### src/core/dioc_pkg.sv
/*
 * Shared constants of the digital I/O channel logic: object indices,
 * subindices, reset values, frame identifier bases and timing counts.
 * Assumes a single module clock of 25 MHz.
 */
package dioc_pkg;

   // ----------------------------------------------------------------
   // Widths
   // ----------------------------------------------------------------
   localparam int NUM_IN  = 16;
   localparam int NUM_OUT = 8;

   // ----------------------------------------------------------------
   // Object indices
   // ----------------------------------------------------------------
   localparam logic [15:0] IDX_INPUTS      = 16'h6000;
   localparam logic [15:0] IDX_FILTER_EN   = 16'h6003;
   localparam logic [15:0] IDX_GLOBAL_EN   = 16'h6005;
   localparam logic [15:0] IDX_ANY_MASK    = 16'h6006;
   localparam logic [15:0] IDX_RISE_MASK   = 16'h6007;
   localparam logic [15:0] IDX_FALL_MASK   = 16'h6008;
   localparam logic [15:0] IDX_OUTPUTS     = 16'h6200;
   localparam logic [15:0] IDX_ERR_MODE    = 16'h6206;
   localparam logic [15:0] IDX_ERR_VALUE   = 16'h6207;
   localparam logic [15:0] IDX_UPDATE_GATE = 16'h6208;
   localparam logic [15:0] IDX_PULSE_EN    = 16'h2011;
   localparam logic [15:0] IDX_RETRIG_EN   = 16'h2012;
   localparam logic [15:0] IDX_EARLY_OFF   = 16'h2013;
   localparam logic [15:0] IDX_PULSE_LEN   = 16'h2014;

   // ----------------------------------------------------------------
   // Subindices
   // ----------------------------------------------------------------
   localparam logic [7:0] SUB_VAR  = 8'h00;
   localparam logic [7:0] SUB_LOW  = 8'h01;
   localparam logic [7:0] SUB_HIGH = 8'h02;

   // ----------------------------------------------------------------
   // Reset values
   // ----------------------------------------------------------------
   localparam logic [7:0] RST_RISE_MASK   = 8'h00;
   localparam logic [7:0] RST_FALL_MASK   = 8'h00;
   localparam logic [7:0] RST_ANY_MASK    = 8'hFF;
   localparam logic       RST_GLOBAL_EN   = 1'b0;
   localparam logic [7:0] RST_FILTER_EN   = 8'h00;
   localparam logic [7:0] RST_ERR_MODE    = 8'h00;
   localparam logic [7:0] RST_ERR_VALUE   = 8'h00;
   localparam logic [7:0] RST_UPDATE_GATE = 8'hFF;
   localparam logic [7:0] RST_PULSE_EN    = 8'h00;
   localparam logic [7:0] RST_RETRIG_EN   = 8'h00;
   localparam logic [7:0] RST_EARLY_OFF   = 8'h00;
   localparam logic [7:0] RST_PULSE_LEN   = 8'h01;

   // ----------------------------------------------------------------
   // Frame identifiers
   // ----------------------------------------------------------------
   localparam logic [10:0] COB_TX_BASE = 11'h180;
   localparam logic [10:0] COB_RX_BASE = 11'h200;

   // ----------------------------------------------------------------
   // Timing
   // ----------------------------------------------------------------
   localparam int CLK_PERIOD_NS   = 40;
   localparam int PULSE_UNIT_NS   = 1000000;
   localparam int MS_CYCLES_DEF   = PULSE_UNIT_NS / CLK_PERIOD_NS;
   localparam int FILT_CYCLES_DEF = 8;

endpackage

### src/core/dioc_pulse_channel.sv
/*
 * One output channel: plain level or millisecond pulse with retrigger,
 * early switch-off and error substitution.
 * Assumes load and err_force are single-cycle strobes from the same clock.
 */
`timescale 1ns/1ns
module dioc_pulse_channel
   import dioc_pkg::*;
#(
   parameter int MS_CYCLES = MS_CYCLES_DEF
)(
   input  wire logic       clk,
   input  wire logic       resetn,
   input  wire logic       pulse_en,
   input  wire logic       retrig_en,
   input  wire logic       early_off_en,
   input  wire logic [7:0] len_ms,
   input  wire logic       load,
   input  wire logic       on_cmd,
   input  wire logic       err_force,
   input  wire logic       err_val,
   output logic            out_q
);
   localparam int CW = $clog2(MS_CYCLES + 1);
   localparam logic [CW-1:0] CYC_LAST = CW'(MS_CYCLES - 1);

   logic          out_d;
   logic [7:0]    cnt_q, cnt_d;
   logic [CW-1:0] cyc_q, cyc_d;

   always_comb begin
      out_d = out_q;
      cnt_d = cnt_q;
      cyc_d = cyc_q;
      if (err_force) begin
         out_d = err_val;
         cnt_d = (err_val && pulse_en) ? len_ms : 8'h00;
         cyc_d = '0;
      end else if (load) begin
         if (!pulse_en) begin
            out_d = on_cmd;
         end else if (on_cmd && (!out_q || retrig_en)) begin
            out_d = 1'b1;
            cnt_d = len_ms;
            cyc_d = '0;
         end else if (!on_cmd && out_q && early_off_en) begin
            out_d = 1'b0;
            cnt_d = 8'h00;
         end
      end else if (pulse_en && out_q) begin
         if (cyc_q == CYC_LAST) begin
            cyc_d = '0;
            if (cnt_q <= 8'h01) begin
               out_d = 1'b0;
               cnt_d = 8'h00;
            end else begin
               cnt_d = cnt_q - 8'h01;
            end
         end else begin
            cyc_d = cyc_q + CW'(1);
         end
      end
   end

   always_ff @(posedge clk or negedge resetn) begin
      if (!resetn) begin
         out_q <= 1'b0;
         cnt_q <= 8'h00;
         cyc_q <= '0;
      end else begin
         out_q <= out_d;
         cnt_q <= cnt_d;
         cyc_q <= cyc_d;
      end
   end

   AST_LEVEL_MODE: assert property (@(posedge clk) disable iff (!resetn)
      (!pulse_en && load && !err_force) |=> out_q == $past(on_cmd))
      else $error("Level output did not follow command.");

   AST_RETRIGGER: assert property (@(posedge clk) disable iff (!resetn)
      (pulse_en && out_q && load && on_cmd && retrig_en && !err_force)
      |=> (cnt_q == $past(len_ms)) && (cyc_q == '0))
      else $error("Retrigger did not restart pulse timer.");

   AST_EARLY_OFF: assert property (@(posedge clk) disable iff (!resetn)
      (pulse_en && out_q && load && !on_cmd && !err_force)
      |=> (out_q == !$past(early_off_en)))
      else $error("Off command handled wrongly for pulse.");

   AST_PULSE_END: assert property (@(posedge clk) disable iff (!resetn)
      ($fell(out_q) && pulse_en && $past(!load && !err_force))
      |-> ($past(cnt_q) <= 8'h01) && ($past(cyc_q) == CYC_LAST))
      else $error("Pulse ended before its length.");

   AST_ERR_SUBST: assert property (@(posedge clk) disable iff (!resetn)
      err_force |=> out_q == $past(err_val))
      else $error("Error value not applied.");

endmodule

### src/core/dioc_top.sv
/*
 * Channel logic of a digital I/O node: input filtering and edge events,
 * output update gating, error substitution and pulsed outputs, with the
 * configuration objects reached over an object index/subindex port.
 * Assumes the protocol stack delivers received frames and error events
 * as one-cycle strobes on clk and drains the transmit request.
 */
`timescale 1ns/1ns

// What this block does
// - Rising edge on a line with rising mask bit set raises an input event.
// - Falling edge on a line with falling mask bit set raises an input event.
// - On error event, outputs with error-mode bit set take their error value.
// - Error value bit 0 drives output low, bit 1 drives it high.
// - Update-gate bit 0 keeps the output; bit 1 loads received data.
// - Pulse-enable bit makes turn-on a self-ending pulse; else plain level.
// - With retrigger, a new turn-on during a pulse restarts its timer.
// - With early switch-off, an off command ends the pulse at once.
// - Pulse length is counted in milliseconds; reset length is one.
// - Input events occur only while the global event enable is set.
// - Inputs go out as two bytes at 180H+node; outputs come at 200H+node.
// - The input filter acts only on lines whose filter enable is set.
// - Any-change mask bit set raises an event on either edge.
// - Global enable gates events without touching masks; resets disabled.
module dioc_top
   import dioc_pkg::*;
#(
   parameter int MS_CYCLES   = MS_CYCLES_DEF,
   parameter int FILT_CYCLES = FILT_CYCLES_DEF
)(
   input  wire logic              clk,
   input  wire logic              resetn,
   input  wire logic [NUM_IN-1:0] in_pins,
   input  wire logic [6:0]        node_id,
   input  wire logic              rx_valid,
   input  wire logic [10:0]       rx_cob_id,
   input  wire logic [7:0]        rx_byte,
   input  wire logic              error_event,
   input  wire logic              obj_wr,
   input  wire logic              obj_rd,
   input  wire logic [15:0]       obj_index,
   input  wire logic [7:0]        obj_subindex,
   input  wire logic [7:0]        obj_wdata,
   output logic [7:0]             obj_rdata_q,
   output logic                   obj_ack_q,
   output logic                   obj_err_q,
   output logic                   tx_request_q,
   output logic [10:0]            tx_cob_id_q,
   output logic [7:0]             input_byte_low,
   output logic [7:0]             input_byte_high,
   output logic [NUM_OUT-1:0]     output_byte
);
   localparam int FW = $clog2(FILT_CYCLES + 1);
   localparam logic [FW-1:0] FILT_LAST = FW'(FILT_CYCLES - 1);

   // ----------------------------------------------------------------
   // Configuration objects
   // ----------------------------------------------------------------
   logic [NUM_IN-1:0]  rise_mask_q, rise_mask_d;
   logic [NUM_IN-1:0]  fall_mask_q, fall_mask_d;
   logic [NUM_IN-1:0]  any_mask_q, any_mask_d;
   logic [NUM_IN-1:0]  filt_en_q, filt_en_d;
   logic               glob_en_q, glob_en_d;
   logic [NUM_OUT-1:0] err_mode_q, err_mode_d;
   logic [NUM_OUT-1:0] err_val_q, err_val_d;
   logic [NUM_OUT-1:0] gate_q, gate_d;
   logic [NUM_OUT-1:0] pulse_en_q, pulse_en_d;
   logic [NUM_OUT-1:0] retrig_q, retrig_d;
   logic [NUM_OUT-1:0] early_off_q, early_off_d;
   logic [7:0]         len_q [NUM_OUT];
   logic [7:0]         len_d [NUM_OUT];
   logic [7:0]         rdata_d;
   logic               ack_d, err_d;
   logic               hit;

   always_comb begin
      rise_mask_d = rise_mask_q;
      fall_mask_d = fall_mask_q;
      any_mask_d  = any_mask_q;
      filt_en_d   = filt_en_q;
      glob_en_d   = glob_en_q;
      err_mode_d  = err_mode_q;
      err_val_d   = err_val_q;
      gate_d      = gate_q;
      pulse_en_d  = pulse_en_q;
      retrig_d    = retrig_q;
      early_off_d = early_off_q;
      len_d       = len_q;
      rdata_d     = obj_rdata_q;
      hit         = 1'b1;
      case (obj_index)
         IDX_INPUTS: begin
            case (obj_subindex)
               SUB_LOW:  rdata_d = input_byte_low;
               SUB_HIGH: rdata_d = input_byte_high;
               default:  hit = 1'b0;
            endcase
            // The input image is read-only, so a write is answered with an error.
            if (obj_wr) begin
               hit = 1'b0;
            end
         end
         IDX_FILTER_EN, IDX_ANY_MASK, IDX_RISE_MASK, IDX_FALL_MASK:
            if (obj_subindex == SUB_LOW || obj_subindex == SUB_HIGH) begin
               if (obj_subindex == SUB_LOW) begin
                  rdata_d = obj_index == IDX_FILTER_EN ? filt_en_q[7:0] :
                            obj_index == IDX_ANY_MASK  ? any_mask_q[7:0] :
                            obj_index == IDX_RISE_MASK ? rise_mask_q[7:0] :
                                                         fall_mask_q[7:0];
               end else begin
                  rdata_d = obj_index == IDX_FILTER_EN ? filt_en_q[15:8] :
                            obj_index == IDX_ANY_MASK  ? any_mask_q[15:8] :
                            obj_index == IDX_RISE_MASK ? rise_mask_q[15:8] :
                                                         fall_mask_q[15:8];
               end
               if (obj_wr) begin
                  case (obj_index)
                     IDX_FILTER_EN: filt_en_d[obj_subindex[1]*8 +: 8]   = obj_wdata;
                     IDX_ANY_MASK:  any_mask_d[obj_subindex[1]*8 +: 8]  = obj_wdata;
                     IDX_RISE_MASK: rise_mask_d[obj_subindex[1]*8 +: 8] = obj_wdata;
                     default:       fall_mask_d[obj_subindex[1]*8 +: 8] = obj_wdata;
                  endcase
               end
            end else begin
               hit = 1'b0;
            end
         IDX_GLOBAL_EN:
            if (obj_subindex == SUB_VAR) begin
               rdata_d = {7'h00, glob_en_q};
               if (obj_wr) begin
                  glob_en_d = obj_wdata[0];
               end
            end else begin
               hit = 1'b0;
            end
         IDX_OUTPUTS, IDX_ERR_MODE, IDX_ERR_VALUE, IDX_UPDATE_GATE,
         IDX_PULSE_EN, IDX_RETRIG_EN, IDX_EARLY_OFF:
            if (obj_subindex == SUB_LOW) begin
               case (obj_index)
                  IDX_OUTPUTS:     rdata_d = output_byte;
                  IDX_ERR_MODE:    rdata_d = err_mode_q;
                  IDX_ERR_VALUE:   rdata_d = err_val_q;
                  IDX_UPDATE_GATE: rdata_d = gate_q;
                  IDX_PULSE_EN:    rdata_d = pulse_en_q;
                  IDX_RETRIG_EN:   rdata_d = retrig_q;
                  default:         rdata_d = early_off_q;
               endcase
               if (obj_wr) begin
                  case (obj_index)
                     IDX_ERR_MODE:    err_mode_d  = obj_wdata;
                     IDX_ERR_VALUE:   err_val_d   = obj_wdata;
                     IDX_UPDATE_GATE: gate_d      = obj_wdata;
                     IDX_PULSE_EN:    pulse_en_d  = obj_wdata;
                     IDX_RETRIG_EN:   retrig_d    = obj_wdata;
                     IDX_EARLY_OFF:   early_off_d = obj_wdata;
                     default:         hit = 1'b0;
                  endcase
               end
            end else begin
               hit = 1'b0;
            end
         IDX_PULSE_LEN:
            if (obj_subindex >= 8'h01 && obj_subindex <= 8'(NUM_OUT)) begin
               rdata_d = len_q[3'(obj_subindex - 8'h01)];
               if (obj_wr) begin
                  len_d[3'(obj_subindex - 8'h01)] = obj_wdata;
               end
            end else begin
               hit = 1'b0;
            end
         default:
            hit = 1'b0;
      endcase
      if (!hit) begin
         rdata_d = 8'h00;
      end
      ack_d = obj_wr | obj_rd;
      err_d = (obj_wr | obj_rd) & ~hit;
   end

   always_ff @(posedge clk or negedge resetn) begin
      if (!resetn) begin
         rise_mask_q <= {2{RST_RISE_MASK}};
         fall_mask_q <= {2{RST_FALL_MASK}};
         any_mask_q  <= {2{RST_ANY_MASK}};
         filt_en_q   <= {2{RST_FILTER_EN}};
         glob_en_q   <= RST_GLOBAL_EN;
         err_mode_q  <= RST_ERR_MODE;
         err_val_q   <= RST_ERR_VALUE;
         gate_q      <= RST_UPDATE_GATE;
         pulse_en_q  <= RST_PULSE_EN;
         retrig_q    <= RST_RETRIG_EN;
         early_off_q <= RST_EARLY_OFF;
         len_q       <= '{default: RST_PULSE_LEN};
         obj_rdata_q <= 8'h00;
         obj_ack_q   <= 1'b0;
         obj_err_q   <= 1'b0;
      end else begin
         rise_mask_q <= rise_mask_d;
         fall_mask_q <= fall_mask_d;
         any_mask_q  <= any_mask_d;
         filt_en_q   <= filt_en_d;
         glob_en_q   <= glob_en_d;
         err_mode_q  <= err_mode_d;
         err_val_q   <= err_val_d;
         gate_q      <= gate_d;
         pulse_en_q  <= pulse_en_d;
         retrig_q    <= retrig_d;
         early_off_q <= early_off_d;
         len_q       <= len_d;
         obj_rdata_q <= rdata_d;
         obj_ack_q   <= ack_d;
         obj_err_q   <= err_d;
      end
   end

   // ----------------------------------------------------------------
   // Input sampling, filter and edge events
   // ----------------------------------------------------------------
   // The filter is a plain stability count; a line must hold its level for
   // FILT_CYCLES agreed samples, which trades latency for glitch immunity.
   logic [NUM_IN-1:0] s1_q, s2_q, s3_q;
   logic [NUM_IN-1:0] filt_q, filt_d, prev_q;
   logic [FW-1:0]     fcnt_q [NUM_IN];
   logic [FW-1:0]     fcnt_d [NUM_IN];
   logic [NUM_IN-1:0] rise, fall;
   logic              ev_d, in_event_q;

   for (genvar i = 0; i < NUM_IN; i++) begin : g_in
      always_comb begin
         filt_d[i] = filt_q[i];
         fcnt_d[i] = '0;
         if (s2_q[i] == s3_q[i] && s3_q[i] != filt_q[i]) begin
            if (!filt_en_q[i] || fcnt_q[i] == FILT_LAST) begin
               filt_d[i] = s3_q[i];
            end else begin
               fcnt_d[i] = fcnt_q[i] + FW'(1);
            end
         end
      end
   end

   assign rise = filt_q & ~prev_q;
   assign fall = ~filt_q & prev_q;

   always_comb begin
      ev_d = glob_en_q &
             (|(rise & (rise_mask_q | any_mask_q)) |
              |(fall & (fall_mask_q | any_mask_q)));
   end

   always_ff @(posedge clk or negedge resetn) begin
      if (!resetn) begin
         s1_q       <= '0;
         s2_q       <= '0;
         s3_q       <= '0;
         filt_q     <= '0;
         prev_q     <= '0;
         fcnt_q     <= '{default: '0};
         in_event_q <= 1'b0;
      end else begin
         s1_q       <= in_pins;
         s2_q       <= s1_q;
         s3_q       <= s2_q;
         filt_q     <= filt_d;
         prev_q     <= filt_q;
         fcnt_q     <= fcnt_d;
         in_event_q <= ev_d;
      end
   end

   assign input_byte_low  = prev_q[7:0];
   assign input_byte_high = prev_q[15:8];

   // ----------------------------------------------------------------
   // Frame identifiers
   // ----------------------------------------------------------------
   logic        rx_hit;
   logic [10:0] tx_cob_d;

   assign rx_hit   = rx_valid && (rx_cob_id == COB_RX_BASE + {4'h0, node_id});
   assign tx_cob_d = COB_TX_BASE + {4'h0, node_id};

   always_ff @(posedge clk or negedge resetn) begin
      if (!resetn) begin
         tx_request_q <= 1'b0;
         tx_cob_id_q  <= COB_TX_BASE;
      end else begin
         tx_request_q <= in_event_q;
         tx_cob_id_q  <= tx_cob_d;
      end
   end

   // ----------------------------------------------------------------
   // Output channels
   // ----------------------------------------------------------------
   for (genvar k = 0; k < NUM_OUT; k++) begin : g_out
      dioc_pulse_channel #(
         .MS_CYCLES (MS_CYCLES)
      ) u_chan (
         .clk          (clk),
         .resetn       (resetn),
         .pulse_en     (pulse_en_q[k]),
         .retrig_en    (retrig_q[k]),
         .early_off_en (early_off_q[k]),
         .len_ms       (len_q[k]),
         .load         (rx_hit && gate_q[k]),
         .on_cmd       (rx_byte[k]),
         .err_force    (error_event && err_mode_q[k]),
         .err_val      (err_val_q[k]),
         .out_q        (output_byte[k])
      );
   end

   // ----------------------------------------------------------------
   // Checks
   // ----------------------------------------------------------------
   AST_EVENT_GATED: assert property (@(posedge clk) disable iff (!resetn)
      in_event_q |-> $past(glob_en_q))
      else $error("Input event raised while globally disabled.");

   AST_RISE_EVENT: assert property (@(posedge clk) disable iff (!resetn)
      (glob_en_q && |(rise & rise_mask_q)) |=> in_event_q ##1 tx_request_q)
      else $error("Masked rising edge gave no event.");

   AST_FALL_EVENT: assert property (@(posedge clk) disable iff (!resetn)
      (glob_en_q && |(fall & fall_mask_q)) |=> in_event_q)
      else $error("Masked falling edge gave no event.");

   AST_ANY_EVENT: assert property (@(posedge clk) disable iff (!resetn)
      (glob_en_q && |((rise | fall) & any_mask_q)) |=> in_event_q)
      else $error("Any-change edge gave no event.");

   AST_GATE_HOLD: assert property (@(posedge clk) disable iff (!resetn)
      (rx_hit && !error_event && pulse_en_q == 8'h00)
      |=> output_byte == (($past(output_byte) & ~$past(gate_q)) |
                          ($past(rx_byte) & $past(gate_q))))
      else $error("Output update gate not honoured.");

   AST_ERR_MODE: assert property (@(posedge clk) disable iff (!resetn)
      error_event |=> ((output_byte ^ $past(err_val_q)) & $past(err_mode_q)) == 8'h00)
      else $error("Error substitution missing.");

endmodule

### config.mk
export PLATFORM = sky130hd
export DESIGN_NAME = dioc_top
export DESIGN_NICKNAME = d
export VERILOG_FILES = /design/src/core/dioc_pkg.sv /design/src/core/dioc_pulse_channel.sv /design/src/core/dioc_top.sv
export SDC_FILE = /design/constraint.sdc
export NUM_CORES = 1
export LEC_CHECK = 0
export BUFFER_PORTS_ARGS = -buffer_cell sky130_fd_sc_hd__buf_2
export CAP_MARGIN = 10
export CORE_AREA = 10 10 316 318
export DETAILED_ROUTE_END_ITERATION = 10
export DIE_AREA = 0 0 326 328
export GPL_TIMING_DRIVEN = 0
export SYNTH_ARGS = -nofsm -noshare
export SYNTH_HDL_FRONTEND = slang
export SYNTH_HIERARCHICAL = 1
export SYNTH_SLANG_ARGS = --single-unit
### constraint.sdc
create_clock -name clk -period 2.8 [get_ports clk]
set_input_delay 0.56 -clock clk [delete_from_list [all_inputs] [get_ports clk]]
set_output_delay 0.56 -clock clk [all_outputs]
set_load 0.02 [all_outputs]
======== After elaboration in Yosys (flattened, before gate mapping) ========
Index checks and enable logic that the tools add are counted.
storage, ports and cells
  register bits ........................... 535
  word-level logic and storage cells ...... 728
cells by class
  shift operators ......................... 2
  reduce and logical (&&, ||, !) cells .... 217
  bitwise operators ....................... 15
  add/subtract/negate cells ............... 36
  eq/ne operators ......................... 111
  muxes and demuxes ....................... 250
  magnitude comparators ................... 12
operator list
  operator                 count
  $mux W15                 48
  $mux W8                  87
  $eq A16 B15 Y1 const B   10
  $mux W4                  32
  $add A15 B1 Y15 const B  8
  $eq A15 B15 Y1 const B   8
  $reduce_and A4 Y1        26
  $logic_and A1 B1 Y1      75
  $mux W1                  72
  $reduce_bool A3 Y1       24
  $add A4 B1 Y4 const B    16
  $and A16 B16 Y16         4
  $bwmux W16               4
  $bwmux W64               1
  $eq A16 B14 Y1 const B   4
  $eq A4 B3 Y1 const B     16
  $le A8 B1 Y1 const B     8
  $sub A8 B1 Y8 const B    8
  $ne A3 B3 Y1 const B     20
  $pmux W8 S6              1
  $ne A5 B5 Y1 const B     8
  $pmux W8 S5              1
  $ne A4 B4 Y1 const B     9
  $neg A4 Y34              1
  37 further kinds         152

======== Longest topological paths before layout ========
Gate-level depths: netlist of run 1.
  depth in word-level cells ............... 8
  gate-level depth with buffers ........... 11

======== Modules after synthesis ========
Netlist of run 1, hierarchy kept.
by module, submodules not included
  module                                     times used  area each (sq um)  cells an instance  sequential area each (sq um)
  dioc_top                                   1           15346.0            1291               8548.2
  dioc_pulse_channel at g_out[0].u_chan ...  7           1560.2             175                600.6
  dioc_pulse_channel at g_out[4].u_chan      1           1554.0             171                600.6

======== Least setup slack after synthesis of run 1 ========
OpenSTA, ideal clock, no wires.
  path kind ............................... input to register
  start point ............................. input port obj_index[5]
  end point ............................... register len_q[33] in the netlist's numbering
  arrival ................................. 3.507 ns
  setup slack ............................. -0.831 ns
  stages .................................. 10
  data required time ...................... 2.675 ns
  path through ............................ or4_1 > clkbuf_2 > or4_1 > buf_2 > nand4b_4 > or4_1 > nand2b_1 > buf_2 > nor3_4 > mux2_2
between the ends
  longest elaborated chain between the ends .. 2
ends and longest elaborated chain
  what                                RTL line         source
  from (decl)                         dioc_top.sv:41   input wire logic [15:0] obj_index,
  $eq A16 B14 Y1                      dioc_top.sv:91   case (obj_index)
  $reduce_and A3 Y1 (no source line)  --
  to (signal assigned)                dioc_top.sv:210  len_q <= len_d;
  to (decl)                           dioc_top.sv:70   logic [7:0] len_q [NUM_OUT];
No other way between the ends.
A chain may end at the register's enable or synchronous reset.

======== Final worst setup path of run 1 ========
  start point ............................. input port obj_index[5]
  end point ............................... register len_q[6] in the netlist's numbering
Same word-level chain as after synthesis.

==> results of run 1 <==
report_power, final:
part / switching (W) / internal (W)
Sequential: 0.000105 / 0.00778
Combinational: 0.000510 / 0.000203
Clock: 0.00344 / 0.00513
Total: 0.00406 / 0.0131
area by class of cell:
type | instances | area [um^2]
flip-flops and latches | 532 | 13350
multi-input cells | 2023 | 14690
clock buffers | 83 | 1749
repair buffers | 170 | 1246
clock inverters | 31 | 431.7
well taps | 1254 | 1569
fillers | 9274 | 59370
diodes | 6 | 15.01
plain buffers | 85 | 473.0
inverters | 41 | 153.9
placed cells by master (no fill, tap or decap), types with 45 or more instances in the layout:
cell / netlist / layout
a21oi_1: 63 / 60
and3_1: 52 / 51
buf_2: 2 / 119
clkbuf_1: 68 / 45
clkbuf_16: 0 / 61
dfrtp_1: 500 / 500
mux2_2: 192 / 164
nand2_1: 197 / 194
nand2b_1: 49 / 47
nand3_1: 81 / 77
nor2_1: 303 / 285
nor2b_1: 55 / 55
nor3_1: 62 / 49
nor4_1: 51 / 48
o21ai_0: 140 / 139
xnor2_1: 73 / 73
path summary, 6_finish.rpt:
check / from / endpoint / slack (ps) / depth (start not counted)
worst max-delay path: obj_index[5] / len_q[6]$_DFFE_PN0P_ / -100 / 9
worst min-delay path: node_id[1] / tx_cob_id_q[1]$_DFF_PN0_ / 40 / 1
worst max register to register: err_mode_q[2]$_DFFE_PN0P_ / g_out[2].u_chan/cyc_q[5]$_DFFE_PN0P_ / 350 / 5
worst min register to register: s1_q[5]$_DFF_PN0_ / s2_q[5]$_DFF_PN0_ / 350 / 0
max in group asynchronous: resetn / fcnt_q[11]$_DFF_PN0_ / 560 / 5
min in group asynchronous: resetn / g_out[2].u_chan/cyc_q[11]$_DFFE_PN0P_ / 440 / 2
through the flow:
step / hold slack (ps) / util, %
finish: 42.36 / 36.20
global route: 20.03 / 36.19
CTS: 5.189 / 35.89
detailed placement: 334.7 / 32.83
global placement: 332.9 / 32.63
floorplan: 264.4 / -
registers in the layout, summed over array words and instances, names as in the netlist, 16 cells and up:
signal              flops
any_mask_q             16
fall_mask_q            16
fcnt_q                 64
filt_en_q              16
filt_q                 16
g_out.u_chan/cnt_q     64
g_out.u_chan/cyc_q    120
len_q                  64
prev_q                 16
rise_mask_q            16
s1_q                   16
s2_q                   16
s3_q                   16
repair_timing:
| action | in CTS | in global routing |
|---|---|---|
| buffers inserted | 20 | 5 |
| cloned | 0 | 1 |
| hold buffers | 17 | 0 |
| hold endpoints to repair | 62 | 0 |
| endpoints found under the setup margin | 355 | 191 |
| pin swaps | 14 | 19 |
| resized for setup | 64 | 76 |
routing by layer:
| metal | vias to the layer above | global-route usage (%) |
|---|---|---|
| met1 | 10855 | 19.32 |
| met4 | 20 | 5.551 |
| met3 | 172 | 3.437 |
| met2 | 578 | 22.67 |
| li1 | 10386 | - |
| met5 | - | 0 |
kinds of logic after synthesis:
kind of cell / after synthesis
xor+xnor: 113
mux: 221
flops: 532
simple gates: 1095
buf+inv: 135
compound gates: 545
other cells: 2
fa+ha+maj: 44
worst max-delay path: cells and delay by family:
family,cells,cell delay (ps)
buf+inv,2,260
mux,1,300
simple gates,6,2300
==> reports/metrics.yaml, run 1 <==
endpoint_kind: "flop"
synth-compound-area-share_pct: 13.95
synth_top_family_by_area: "simple AND/OR/NAND/NOR gates"
antenna_left: 0
drt_iter0_drc: 1933
numPortBuffers: 120
synth.most_common_cell: "dfrtp_1"
drt-vias-per-instance: 5.210
wl_met1_um: 35510
max_cap_viol_count: 0
slew_viol_final: 0
seq_area_frac_synth_pct: 47.99
synthSimpleGateAreaFrac_pct: 20.84
synth.area.top_cells: "dfrtp_1, mux2_2, nor2_1"
synth_mux_area_share_pct: 9.548
slew_headroom_pct: 34.48
boundaryPins: 126
area_growth_pct: 21.06
clockBufferDepth: 3
dp.cells: 4071
status: "finished, violations left"
arrival_ps: 3430
start_kind: "input pin"
vias: 22011
grt_pass1_wl_um: 125000
clock_latency_ps: 670
critPathMaxFanout: 8
clkSinkCount: 532
p_leak_nw: 14.39
dieArea_mm2: 0.1069
synth_area_mm2: 0.02782
grt_pass1_vias: 21064
drt-pass1-iter-count: 5
placed_area_mm2: 0.03055
cts-htree-levels: 2
crit_path_frequent_cell: "or4_4"
synth_cell_types: 83
ys_warn_count: 6
met2_length_um: 36280
synth.avg_cell_area_um2: 10.35
final_nets: 3037
die_w_um: 326
hold_viol: 0
power.density_mw_per_mm2: 509.8
start_util_pct: 29.90
synthTopCellsByCount: "dfrtp_1, nor2_1, nand2_1"
final_cell_area_mm2: 0.03368
rsz0062_at_grt: "yes"
violations: "setup timing"
drc: 0
final-instance-count-excl-fill: 4225
ys.flop_type: "dfrtp_1"
synth_top_cell_by_area: "dfrtp_1"
vdd_ir_drop_max_mv: 0.5130
gp_congestion: 0.8792
async_reset_ff_share_pct: 100.0
layout-drive-gt1-share_pct: 24.59
synth_edf_count: 0
ys_ff_latch: 532
worstPathCellList: "buf_6, or4_4, or4_4, nand4b_4, or4_4, nand2b_4, nor3_4, buf_12, mux2_4"
place_hpwl_um: 57160
yosys.area_share.adder_pct: 1.979
grt_max_degree: 113
wl_per_cell_um: 18.96
cpPeakStageDelay_ps: 580
grt_usage_pct: 14.52
period_share_pct: 103.7
dp_slack_ps: -1606
tritoncts: "built"
netlist.area_leader.share_pct: 44.97
wl_met3_um: 5187
timing.setup.tns_ps: -1645
cts-root-buf: "clkbuf_16"
worst_pin_slew_ps: 979.1
antenna_found_initial: 22
crit_slowest_cell: "or4_4"
critPathKind: "in2reg"
grt_overflow: 0
cp.required_ps: 3330
period_minus_slack_ps: 2904
yosys.area_share.xor_xnor_pct: 3.557
setup_viol: 29
finalClockSkew_ps: 56.39
max_freq_mhz: 344.4
dieHeight_um: 328
p_total_w: 0.01717
placementRows: 112
finalWorstSetupSlack_ps: -103.9
top_layer: "met5"
syn_inst: 2687
drt_wl_total_um: 80090
cts_buffers: 60
hold_path.class: "in2reg"
core_mm2: 0.09305
clk_pin_slew_ps: 60
Note: power is estimated with default switching activity, not from simulation.
==> run 2, diff against run 1 <==
CORE_AREA = 10 10 375 268   (was 10 10 316 318)
DIE_AREA = 0 0 385 278   (was 0 0 326 328)
==> reports/metrics.yaml, run 2 (synthesis results as in run 1) <==
final_nets: 3032
clkSinkCount: 532
clock_latency_ps: 640
cp.required_ps: 3310
cts_buffers: 58
clockBufferDepth: 3
setup_viol: 55
critPathMaxFanout: 8
slew_headroom_pct: 31.00
nFillCells: 9247
final_cell_mix: "dfrtp_1, nor2_1, nand2_1"
arrival_ps: 3420
hold_ws_ps: 43.94
busiest_layer: "met1"
grt_max_degree: 118
max_cap_viol_count: 0
crit_slowest_cell: "or4_4"
endpoint_kind: "flop"
start_kind: "input pin"
grt_pass1_wl_um: 126900
layout-drive-gt1-share_pct: 24.51
finalWorstSetupSlack_ps: -109.3
vdd_ir_drop_max_mv: 0.5343
status: "finished, violations left"
grt_pass1_vias: 20889
area_growth_pct: 20.27
cts-root-buf: "clkbuf_16"
cts-htree-levels: 2
grtUsageMet2_pct: 20.09
p_seq_share_pct: 46.3
vias: 22178
boundaryPins: 126
slew_viol_final: 0
drt_iter0_drc: 2049
hold_viol: 0
layout_commonest_cell: "dfrtp_1"
power.density_mw_per_mm2: 508.4
drc: 0
antenna_left: 0
max_flop_register: "g_out.u_chan/cyc_q"
power.switching_w: 0.004035
cpPeakStageDelay_ps: 580
dp.cells: 4066
grt_overflow: 0
antenna_found_initial: 14
clk_pin_slew_ps: 60
period_share_pct: 103.9
worst_pin_slew_ps: 1022
start_util_pct: 29.83
dieHeight_um: 278
crit_path_frequent_cell: "or4_4"
grt_usage_pct: 14.79
p_int_w: 0.01298
placementRows: 94
met3_usage_pct: 3.654
timing.setup.tns_ps: -2944
core_mm2: 0.09327
drt-pass1-iter-count: 5
rsz0062_at_grt: "yes"
crit_buf_inv: 2
max_freq_mhz: 343.7
dp_slack_ps: -1600
wl_per_cell_um: 19.33
numPortBuffers: 120
tritoncts: "built"
p_leak_nw: 14.32
drt-vias-per-instance: 5.265
period_minus_slack_ps: 2909
gp_congestion: 0.8933
grtUsageMet1_pct: 23.01
drt_wl_total_um: 81400
final-instance-count-excl-fill: 4212
dieArea_mm2: 0.1070
largest_reg_flops: 120
hold_path.class: "in2reg"
cp_top_family: "simple AND/OR/NAND/NOR gates"
critPathKind: "in2reg"
finalClockSkew_ps: 27.09
p_clk_share_pct: 49.5
violations: "setup timing"
die_w_um: 385
combPwrFrac_pct: 4.2
place_hpwl_um: 58850
swShare_pct: 23.72
worstPathCellList: "buf_6, or4_4, or4_4, nand4b_4, or4_4, nand2b_4, nor3_4, buf_12, mux2_4"
[run 2: final cells by class]
| type | instances | area [um^2] | area share, % |
|---|---|---|---|
| flip-flops and latches | 532 | 13350 | 39.90 |
| repair buffers | 167 | 1187 | 3.548 |
| clock buffers | 70 | 1588 | 4.745 |
| inverters | 41 | 153.9 | 0.4599 |
| clock inverters | 40 | 514.2 | 1.537 |
| plain buffers | 86 | 473.0 | 1.413 |
| diodes | 6 | 15.01 | 0.04487 |
| well taps | 1248 | 1562 | 4.666 |
| multi-input cells | 2022 | 14620 | 43.68 |
[run 2: worst paths after layout]
kind / startpoint / endpoint / slack (ps) / depth (start not counted)
min: in_pins[11] / s1_q[11]$_DFF_PN0_ / 40 / 1
max in group asynchronous: resetn / fcnt_q[3]$_DFF_PN0_ / 510 / 5
min in group asynchronous: resetn / g_out[2].u_chan/cyc_q[6]$_DFFE_PN0P_ / 400 / 2
max: obj_index[5] / len_q[3]$_DFFE_PN0P_ / -110 / 9
min reg2reg: s1_q[8]$_DFF_PN0_ / s2_q[8]$_DFF_PN0_ / 350 / 0
max reg2reg: err_mode_q[7]$_DFFE_PN0P_ / g_out[7].u_chan/cyc_q[5]$_DFFE_PN0P_ / 350 / 5
[run 2: stage by stage]
stage	utilization [%]	total power (W)	area [um^2]
6_report	35.88	0.01701	33460
5_1_grt	35.86	0.01770	33450
4_1_cts	35.52	0.01728	33130
3_5_place_dp	32.77	0.008701	30560
3_3_place_gp	32.55	0.008670	30360
2_1_floorplan	-	0.008249	28200
[run 2: routing by layer]
| metal | wire, um | part of all wire [%] |
|---|---|---|
| met1 | 40070 | 49 |
| met2 | 32550 | 40 |
| met3 | 7119 | 8.7 |
| met4 | 1592 | 2.0 |
| met5 | 65 | 0.080 |
[run 2: power groups by stage]
stage               logic, W  clock network, W  registers, W
detailed placement  0.000680                 0       0.00802
finish              0.000706           0.00843       0.00788
global route        0.000782           0.00903       0.00789
CTS                 0.000704           0.00869       0.00788
global placement    0.000647                 0       0.00802
floorplan           0.000228                 0       0.00802
[run 2: timing repair]
action                                  in CTS  in global routing
endpoints found under the hold margin       53                  0
endpoints found under the setup margin     349                257
pin swaps                                    8                 16
hold buffers                                11                  0
resized for setup                           66                 64
buffers inserted                            12                 15
